===== src/ts_priv_pkg.sv =====
/*
 Shared constants and types for the private data locator pair: the stream
 source with its register port and the parser that extracts private bytes.
 Assumes one 20 MHz clock and a synchronous active-low reset on both ends.
*/
package ts_priv_pkg;

   // ----------------------------------------------------------------------
   // Stream syntax
   // ----------------------------------------------------------------------
   localparam logic [7:0] SYNC_BYTE = 8'h47;
   localparam logic [7:0] AF_LEN_MAX = 8'hB7;
   localparam logic [7:0] PES_PRIV_LEN = 8'h10;
   localparam logic [7:0] PREFIX_LAST = 8'h01;
   localparam logic [7:0] PS1_ID = 8'hBD;
   localparam logic [7:0] PS2_ID = 8'hBF;
   localparam logic [7:0] DESC_PRIV_MIN = 8'h40;
   localparam logic [1:0] PES_MARK = 2'h2;
   localparam logic [7:0] PCR_LEN = 8'h06;
   localparam logic [7:0] SPLICE_LEN = 8'h01;
   localparam logic [7:0] PTS_LEN = 8'h05;
   localparam logic [7:0] PTS_DTS_LEN = 8'h0A;
   localparam logic [7:0] ESCR_LEN = 8'h06;
   localparam logic [7:0] ES_RATE_LEN = 8'h03;
   localparam logic [7:0] TRICK_LEN = 8'h01;
   localparam logic [7:0] COPY_LEN = 8'h01;
   localparam logic [7:0] PES_CRC_LEN = 8'h02;
   localparam logic [7:0] SEC_LONG_LEN = 8'h05;
   localparam logic [11:0] SEC_CRC_LEN = 12'h004;
   localparam logic [2:0] SYNC_EMU_MAX = 3'h4;

   // ----------------------------------------------------------------------
   // Source register map and fields
   // ----------------------------------------------------------------------
   localparam logic [7:0] ADDR_DATA = 8'h00;
   localparam logic [7:0] ADDR_STATUS = 8'h04;
   localparam logic [7:0] ADDR_CTRL = 8'h08;
   localparam int DATA_SOP_BIT = 8;
   localparam int DATA_KIND_LSB = 9;
   localparam int ENTRY_W = 11;
   localparam int ST_EMPTY_BIT = 0;
   localparam int ST_FULL_BIT = 1;
   localparam int ST_SYNC_BIT = 2;
   localparam int ST_PREFIX_BIT = 3;
   localparam int ST_LEVEL_LSB = 8;
   localparam int CTRL_EN_BIT = 0;
   localparam int CTRL_GUARD_BIT = 1;
   localparam logic [1:0] CTRL_RESET = 2'h1;

   typedef enum logic [1:0] {KIND_TS, KIND_PES, KIND_SEC, KIND_DSC} kind_e;
   typedef enum logic [2:0] {
      SRC_NONE, SRC_TS_PAY, SRC_AF_PRIV, SRC_PES_HDR,
      SRC_PES1, SRC_PES2, SRC_DESC, SRC_SECT
   } src_e;

endpackage


===== src/ts_link_if.sv =====
/*
 Byte link between the stream source and the private data parser.
 Assumes both ends share one clock; a byte moves when valid and ready are high.
*/
`timescale 1ns/1ps
interface ts_link_if;
   import ts_priv_pkg::*;
   logic [7:0] data;
   logic valid;
   logic ready;
   logic sop;
   kind_e kind;
   modport src (output data, output valid, output sop, output kind, input ready);
   modport prs (input data, input valid, input sop, input kind, output ready);
endinterface


===== src/private_parser.sv =====
/*
 Parser end: walks transport packets, PES packets, sections and descriptor
 loops arriving on the link and emits every private byte with a location tag.
 Assumes each unit starts with sop on its first byte and kind set for it.
*/
// The address map and the AHB-Lite slave port were left to the implementer.
// Contract
// - Take private payload after any adaptation field.
// - Adaptation private bytes only when flag set.
// - Adaptation length at most 183; bounds private count.
// - Sixteen PES header private bytes when flagged.
// - Producer avoids start prefix in private bytes.
// - Private stream one: full header, then payload.
// - Private stream two: three fields, then payload.
// - Descriptors: tag, length, body skipped or captured.
// - Descriptor tags 64 to 255 are private.
// - Short section: five fields, then private bytes.
// - Long section: full header, private, CRC.
// - A start prefix alone proves no header; the code takes private stream two on its prefix and stream id alone.
// - Sync emulation in at most 4 packets.
`timescale 1ns/1ps
module private_parser (
   input wire logic clk, // 20 MHz clock
   input wire logic rst_n, // sync reset, active low
   ts_link_if.prs lk, // link from the source
   output logic [7:0] priv_data, // extracted byte
   output logic priv_valid, // one-cycle strobe
   output ts_priv_pkg::src_e priv_src, // carriage location
   output logic frame_err // one-cycle unit error
);
   import ts_priv_pkg::*;

   // ----------
   // State
   // ----------
   typedef enum logic [4:0] {
      S_IDLE, S_DROP, S_SKIP, S_TS_HDR, S_AF_LEN, S_AF_FLAGS, S_AF_PLEN,
      S_AF_PRIV, S_AF_REST, S_TS_PAY, S_PES_HDR, S_PES_F1, S_PES_F2,
      S_PES_HLEN, S_PES_EXT, S_PES_PRIV, S_PES_HREST, S_PES_PAY,
      S_SEC_HDR, S_SEC_PRIV, S_SEC_CRC, S_DSC_TAG, S_DSC_LEN, S_DSC_BODY
   } st_e;

   st_e st_q, st_d, nxt_q, nxt_d, end_q, end_d;
   logic reg_q, reg_d;
   logic [11:0] rem_q, rem_d;
   logic [7:0] fld_q, fld_d, sid_q, sid_d, f2_q, f2_d;
   logic [2:0] idx_q, idx_d;
   logic [3:0] hi_q, hi_d;
   logic syn_q, syn_d, pay_q, pay_d, dpriv_q, dpriv_d, rdy_q;
   logic [7:0] odat_q, odat_d;
   logic oval_q, oval_d, err_q, err_d;
   src_e osrc_q, osrc_d;
   logic take;
   logic [7:0] b, sk;

   // ----------
   // Field length decoders
   // ----------
   function automatic logic [7:0] af_skip(input logic [7:0] f);
      af_skip = (f[4] ? PCR_LEN : 8'h00) + (f[3] ? PCR_LEN : 8'h00)
         + (f[2] ? SPLICE_LEN : 8'h00);
   endfunction

   function automatic logic [7:0] pes_skip(input logic [7:0] f);
      logic [7:0] n;
      n = (f[7:6] == 2'h3) ? PTS_DTS_LEN : (f[7:6] == 2'h2 ? PTS_LEN : 8'h00);
      n = n + (f[5] ? ESCR_LEN : 8'h00) + (f[4] ? ES_RATE_LEN : 8'h00);
      n = n + (f[3] ? TRICK_LEN : 8'h00) + (f[2] ? COPY_LEN : 8'h00);
      pes_skip = n + (f[1] ? PES_CRC_LEN : 8'h00);
   endfunction

   assign lk.ready = rdy_q;
   assign take = lk.valid & rdy_q;
   assign b = lk.data;
   assign priv_data = odat_q;
   assign priv_valid = oval_q;
   assign priv_src = osrc_q;
   assign frame_err = err_q;

   // ----------
   // Byte walker
   // ----------
   always_comb
   begin
      st_d = st_q;
      nxt_d = nxt_q;
      end_d = end_q;
      reg_d = reg_q;
      rem_d = rem_q;
      fld_d = fld_q;
      sid_d = sid_q;
      f2_d = f2_q;
      idx_d = idx_q;
      hi_d = hi_q;
      syn_d = syn_q;
      pay_d = pay_q;
      dpriv_d = dpriv_q;
      odat_d = b;
      oval_d = 1'b0;
      osrc_d = SRC_NONE;
      err_d = 1'b0;
      sk = 8'h00;
      if (take && lk.sop)
      begin
         // A new unit always restarts the walk, whatever state was left.
         reg_d = 1'b0;
         idx_d = 3'h1;
         case (lk.kind)
            KIND_TS: st_d = (b == SYNC_BYTE) ? S_TS_HDR : S_DROP;
            KIND_PES: st_d = (b == 8'h00) ? S_PES_HDR : S_DROP;
            KIND_SEC: st_d = S_SEC_HDR;
            default:
            begin
               dpriv_d = (b >= DESC_PRIV_MIN);
               st_d = S_DSC_LEN;
            end
         endcase
         err_d = (st_d == S_DROP);
      end
      else if (take)
      begin
         if (reg_q)
            rem_d = rem_q - 12'h001;
         case (st_q)
            S_SKIP:
            begin
               fld_d = fld_q - 8'h01;
               if (fld_q == 8'h01)
                  st_d = nxt_q;
            end
            S_TS_HDR:
            begin
               idx_d = idx_q + 3'h1;
               if (idx_q == 3'h3)
               begin
                  pay_d = b[4];
                  st_d = b[5] ? S_AF_LEN : (b[4] ? S_TS_PAY : S_IDLE);
               end
            end
            S_AF_LEN:
            begin
               if (b > AF_LEN_MAX)
               begin
                  st_d = S_DROP;
                  err_d = 1'b1;
               end
               else if (b == 8'h00)
                  st_d = pay_q ? S_TS_PAY : S_IDLE;
               else
               begin
                  reg_d = 1'b1;
                  rem_d = {4'h0, b};
                  end_d = pay_q ? S_TS_PAY : S_IDLE;
                  st_d = S_AF_FLAGS;
               end
            end
            S_AF_FLAGS:
            begin
               sk = af_skip(b);
               nxt_d = b[1] ? S_AF_PLEN : S_AF_REST;
               fld_d = sk;
               st_d = (sk != 8'h00) ? S_SKIP : nxt_d;
            end
            S_AF_PLEN:
            begin
               fld_d = b;
               st_d = (b == 8'h00) ? S_AF_REST : S_AF_PRIV;
            end
            S_AF_PRIV:
            begin
               oval_d = 1'b1;
               osrc_d = SRC_AF_PRIV;
               fld_d = fld_q - 8'h01;
               if (fld_q == 8'h01)
                  st_d = S_AF_REST;
            end
            S_TS_PAY:
            begin
               oval_d = 1'b1;
               osrc_d = SRC_TS_PAY;
            end
            S_PES_HDR:
            begin
               // The prefix is checked byte by byte and, except for private stream two,
               // only trusted together with the marker bits that follow.
               idx_d = idx_q + 3'h1;
               if ((idx_q == 3'h1 && b != 8'h00) || (idx_q == 3'h2 && b != PREFIX_LAST))
               begin
                  st_d = S_DROP;
                  err_d = 1'b1;
               end
               if (idx_q == 3'h3)
                  sid_d = b;
               if (idx_q == 3'h5)
                  st_d = (sid_q == PS2_ID) ? S_PES_PAY : S_PES_F1;
            end
            S_PES_F1:
            begin
               st_d = (b[7:6] == PES_MARK) ? S_PES_F2 : S_DROP;
               err_d = (b[7:6] != PES_MARK);
            end
            S_PES_F2:
            begin
               f2_d = b;
               st_d = S_PES_HLEN;
            end
            S_PES_HLEN:
            begin
               sk = pes_skip(f2_q);
               nxt_d = f2_q[0] ? S_PES_EXT : S_PES_HREST;
               fld_d = sk;
               if (b == 8'h00)
                  st_d = S_PES_PAY;
               else
               begin
                  reg_d = 1'b1;
                  rem_d = {4'h0, b};
                  end_d = S_PES_PAY;
                  st_d = (sk != 8'h00) ? S_SKIP : nxt_d;
               end
            end
            S_PES_EXT:
            begin
               fld_d = PES_PRIV_LEN;
               st_d = b[7] ? S_PES_PRIV : S_PES_HREST;
            end
            S_PES_PRIV:
            begin
               oval_d = 1'b1;
               osrc_d = SRC_PES_HDR;
               fld_d = fld_q - 8'h01;
               if (fld_q == 8'h01)
                  st_d = S_PES_HREST;
            end
            S_PES_PAY:
            begin
               oval_d = (sid_q == PS1_ID) || (sid_q == PS2_ID);
               osrc_d = (sid_q == PS2_ID) ? SRC_PES2 : SRC_PES1;
            end
            S_SEC_HDR:
            begin
               idx_d = idx_q + 3'h1;
               if (idx_q == 3'h1)
               begin
                  syn_d = b[7];
                  hi_d = b[3:0];
               end
               else
               begin
                  reg_d = ({hi_q, b} != 12'h000);
                  rem_d = {hi_q, b};
                  end_d = S_IDLE;
                  nxt_d = S_SEC_PRIV;
                  fld_d = SEC_LONG_LEN;
                  st_d = !reg_d ? S_IDLE : (syn_q ? S_SKIP : S_SEC_PRIV);
               end
            end
            S_SEC_PRIV:
            begin
               if (syn_q && rem_q <= SEC_CRC_LEN)
                  st_d = S_SEC_CRC;
               else
               begin
                  oval_d = 1'b1;
                  osrc_d = SRC_SECT;
               end
            end
            S_DSC_TAG:
            begin
               dpriv_d = (b >= DESC_PRIV_MIN);
               st_d = S_DSC_LEN;
            end
            S_DSC_LEN:
            begin
               fld_d = b;
               st_d = (b == 8'h00) ? S_DSC_TAG : S_DSC_BODY;
            end
            S_DSC_BODY:
            begin
               oval_d = dpriv_q;
               osrc_d = SRC_DESC;
               fld_d = fld_q - 8'h01;
               if (fld_q == 8'h01)
                  st_d = S_DSC_TAG;
            end
            default: st_d = st_q;
         endcase
         // The enclosing length always wins over inner counts, so a bad
         // private length can never run past its field.
         if (reg_q && rem_q == 12'h001)
         begin
            st_d = end_q;
            reg_d = 1'b0;
         end
      end
   end

   always_ff @(posedge clk)
   begin
      if (!rst_n)
      begin
         st_q <= S_IDLE;
         nxt_q <= S_IDLE;
         end_q <= S_IDLE;
         reg_q <= 1'b0;
         rem_q <= 12'h000;
         fld_q <= 8'h00;
         sid_q <= 8'h00;
         f2_q <= 8'h00;
         idx_q <= 3'h0;
         hi_q <= 4'h0;
         syn_q <= 1'b0;
         pay_q <= 1'b0;
         dpriv_q <= 1'b0;
         rdy_q <= 1'b0;
         odat_q <= 8'h00;
         oval_q <= 1'b0;
         osrc_q <= SRC_NONE;
         err_q <= 1'b0;
      end
      else
      begin
         st_q <= st_d;
         nxt_q <= nxt_d;
         end_q <= end_d;
         reg_q <= reg_d;
         rem_q <= rem_d;
         fld_q <= fld_d;
         sid_q <= sid_d;
         f2_q <= f2_d;
         idx_q <= idx_d;
         hi_q <= hi_d;
         syn_q <= syn_d;
         pay_q <= pay_d;
         dpriv_q <= dpriv_d;
         rdy_q <= 1'b1;
         odat_q <= odat_d;
         oval_q <= oval_d;
         osrc_q <= osrc_d;
         err_q <= err_d;
      end
   end
endmodule


===== src/flat_wrapper.sv =====
// flat-port wrapper written by rule: the top's interface ports become plain ports
module private_parser_flat import ts_priv_pkg::*;
  (clk, rst_n, priv_data, priv_valid, priv_src, frame_err, lk_data, lk_valid, lk_sop, lk_kind, lk_ready);
  ts_link_if lk_i ();
  input wire logic clk;
  input wire logic rst_n;
  output logic [7:0] priv_data;
  output logic priv_valid;
  output ts_priv_pkg::src_e priv_src;
  output logic frame_err;
  input wire logic [$bits(lk_i.data)-1:0] lk_data;
  input wire logic [$bits(lk_i.valid)-1:0] lk_valid;
  input wire logic [$bits(lk_i.sop)-1:0] lk_sop;
  input wire logic [$bits(lk_i.kind)-1:0] lk_kind;
  output wire logic [$bits(lk_i.ready)-1:0] lk_ready;
  assign lk_i.data = lk_data;
  assign lk_i.valid = lk_valid;
  assign lk_i.sop = lk_sop;
  assign lk_i.kind = lk_kind;
  assign lk_ready = lk_i.ready;
  private_parser u_core (.clk(clk), .rst_n(rst_n), .lk(lk_i), .priv_data(priv_data), .priv_valid(priv_valid), .priv_src(priv_src), .frame_err(frame_err));
endmodule

===== config.mk =====
export PLATFORM = sky130hd
export DESIGN_NAME = private_parser_flat
export DESIGN_NICKNAME = d
export VERILOG_FILES = /design/src/ts_priv_pkg.sv /design/src/ts_link_if.sv /design/src/private_parser.sv /design/src/flat_wrapper.sv
export SDC_FILE = /design/constraint.sdc
export NUM_CORES = 1
export LEC_CHECK = 0
export BUFFER_PORTS_ARGS = -buffer_cell sky130_fd_sc_hd__buf_2
export CAP_MARGIN = 20
export CORE_MARGIN = 1
export CORE_UTILIZATION = 62
export CTS_CLUSTER_SIZE = 25
export DETAILED_ROUTE_END_ITERATION = 10
export GPL_TIMING_DRIVEN = 1
export PLACE_DENSITY = 0.84
export SYNTH_ARGS = -nofsm -noshare
export SYNTH_HDL_FRONTEND = slang
export SYNTH_SLANG_ARGS = --single-unit

===== constraint.sdc =====
create_clock -name clk -period 3.75 [get_ports clk]
set_input_delay 0.9375 -clock clk [delete_from_list [all_inputs] [get_ports clk]]
set_output_delay 0.9375 -clock clk [all_outputs]
set_load 0.005 [all_outputs]

==> results.md <==
* Status: complete, no violations
* Routed length on met3 at 1300 um
* Max Used Layer: met4
* Core Rows at 32
* Leakage at about 0.0018 uW
* Initial Utilization at between 60% and 70%
* Sequential fraction of the synthesis area at 30.3%
* WL per Instance at 19.6 um
* Setup Fix Bufs, Post-CTS at 0
* Vias in the first global route at 4745
* Crit path kind: reg -> reg
* Mapped Area at 4880 um2
* Die height at 90.8 um
* Io pins at 28
* Die width at 90.8 um
* Pins Over Slew Limit at 0
* H-Tree Depth at 3
* Min Tclk post-route at 3570 ps
* Power per cell area at 300 nW/um2
* Avg Inst Size Synth at 7.80 um2
* P&R area growth vs syn at 7.20%
* Layout cells sized above 1 at 14.0%
* # DRC at 0
* Fin cells at 743
* Hold WC Path Type: reg -> reg
* CP startpoint kind: flip-flop
* Fin. Hold Viols at 0
* VDD IR-drop max at 202 uV
* Max Fanout on Critical Path at 4
* Async SR Flop Fraction at 0%
* Post-DP HPWL at 10200 um
* Post_cts resized at 0
* Max Fclk at approximately 280 MHz
* GRT Util Overall at 36.2%
* Largest net degree at the start of global routing at 59
* Wire length on met1 at 6050 um
* I/O Buffers at 27
* DP Worst Slack at 106 ps
* Clock-pin slew on the worst setup and hold paths at 80 ps
* Clk root buf: clkbuf_8
* Ys flop type: dfxtp_1
* Cells after DPL at 727
* Max clock buf depth at 2
* Cts-stage hold buffer count at 0
* Relative slew slack at a little over two fifths
* Skew-Pair Late Insertion Delay at 350 ps
* Final nets at between 600 and 700
* CTS tree: done
* Wire length on met2 at 6490 um
* Distinct cell type count after synthesis at 82
* Final core utilization at about two thirds
* DRT Wirelength at roughly 15000 um
* Mapped Cells at 626
* Synthesized net count at around 660
* Antenna violations before repair at 0
* Number of DRC markers in iteration 0 at about 630
* Num Clock Sinks at 74
* Grt total ovfl at 0
* Fin crit share at 95.2%
* Die area at 8240 um2
* First-pass GRT wire length at 23600 um
* Via count at approximately 4900
* TritonRoute pass-1 iters at 5
* Num CTS Buffers at 9
* Hold_ws at between 400 and 500 ps
* GP Congestion at 1.03
* Vias per std cell at 6.63
* Number of synthesized flops with an enable pin at 0
* Setup Viol. Count Final at 0
* Core Area at slightly below 8000 um2
* Critical path data arrival time at 3850 ps
* Yosys reg bits at 74
* Crit end category: flip-flop
* ANT cells at 0
* Yosys warnings at 0
* Number of max-cap violations at 0
* Antenna viol nets, final at 0
* Worst Path Required at 4030 ps
* Skew final at roughly 5.8 ps
* Measured slew at the worst slew-check pin at 873 ps
* Setup WS post-layout at about 180 ps
==> cells in the final DEF (no fill, tap or decap), types with 8 or more instances in the layout <==
master    synthesis  final
or3_1             8      8
o21ai_1          16     17
nand3_1          20     20
nand2_1          71     70
nor3_1           13     13
inv_1            25     24
xnor2_1           8      8
a31oi_1          12     11
ha_1             18     18
dfxtp_1          74     73
o21ai_0          26     25
buf_4             3     11
a211oi_1          9      9
nor4_1            8      8
nand4_1           8      8
and2_1           14     14
a21oi_1          56     56
nand2b_1         11     11
nor2_1           63     63
clkbuf_8          0     10
mux2i_1          12     12
buf_2            11     27
==> cells in the mapped netlist, drive strengths merged, types with 7 or more instances <==
cell type / n / area share (%)
nor3: 18 / 2.6
buf: 21 / 2.6
a21oi: 56 / 5.7
a211oi: 13 / 2.6
a31oi: 13 / 1.8
nand2: 74 / 5.8
xnor2: 8 / 1.4
ha: 18 / 4.6
nand2b: 11 / 1.4
nand3: 20 / 2.0
nor3b: 7 / 1.1
clkbuf: 18 / 1.4
dfxtp: 74 / 30
nor2: 67 / 5.5
o21ai: 43 / 4.5
inv: 25 / 1.9
nor4: 10 / 1.9
and2: 15 / 2.0
mux2i: 12 / 2.5
nand4: 8 / 1.0
or3: 9 / 1.3
==> kinds of logic after synthesis <==
logic type / Yosys count / share of synthesized area [%]
compound gates: 179 / 24.4
fa+ha+maj: 21 / 5.84
simple gates: 263 / 28.7
buf+inv: 64 / 5.89
flops: 74 / 30.3
mux: 14 / 2.92
xor+xnor: 11 / 1.97
==> area by class of cell <==
type / instances / area [um2]
multi-input cells: 488 / 3140
fillers: 667 / 2450
flip-flops and latches: 74 / 1480
repair buffers: 38 / 218
clock buffers: 10 / 138
well taps: 102 / 128
inverters: 25 / 93.8
clock inverters: 6 / 41.3
==> critical path, cell delays in order (launching register included) <==
cell	delay, ps
dfxtp_2	350
and2_1	190
fa_1	490
inv_1	50
fa_1	440
inv_1	60
ha_1	160
inv_1	60
fa_1	500
nor3b_2	190
o2111ai_2	210
or3_1	390
nand3_1	90
o2111ai_1	130
a31oi_1	180
==> per-layer routing <==
metal	GRT usage, %	vias up
li1	-	2273
met1	44.9	2308
met2	57.5	275
met3	8.08	71
met4	20.6	0
met5	0	-
==> state kept, by name, indices dropped and copies added (netlist names), 4 cells and up <==
signal	flops
u_core.sid_q	8
u_core.priv_data	8
u_core.rem_q	12
u_core.nxt_q	5
u_core.hi_q	4
u_core.fld_q	8
u_core.st_q	5
u_core.f2_q	8
==> report_power, final <==
part	internal (uW)	total [uW]	leakage (uW)	switching, uW
Sequential	795	803	0.000600	7.96
Clock	258	579	0.0000847	321
Combinational	59.0	189	0.00116	130
Total	1110	1570	0.00184	458
==> final timing paths <==
kind	startpoint	endpoint	slack (ps)	cells after the start
worst min-delay path	u_core.f2_q[3]	u_core.f2_q[3]	470	2
worst max register to register	u_core.f2_q[7]	u_core.st_q[4]	180	14
worst max-delay path	u_core.f2_q[7]	u_core.st_q[4]	180	14
worst min register to register	u_core.f2_q[3]	u_core.f2_q[3]	470	2
==> through the flow <==
step / area, um2 / power (uW) / TNS, ps
2_1_floorplan: 4880 / 942 / 0
3_3_place_gp: 5040 / 1000 / 0
3_5_place_dp: 5040 / 1000 / 0
4_1_cts: 5220 / 1570 / 0
5_1_grt: 5240 / 1620 / -44.9
6_report: 5240 / 1570 / 0
(Power assumes the default switching activity.)
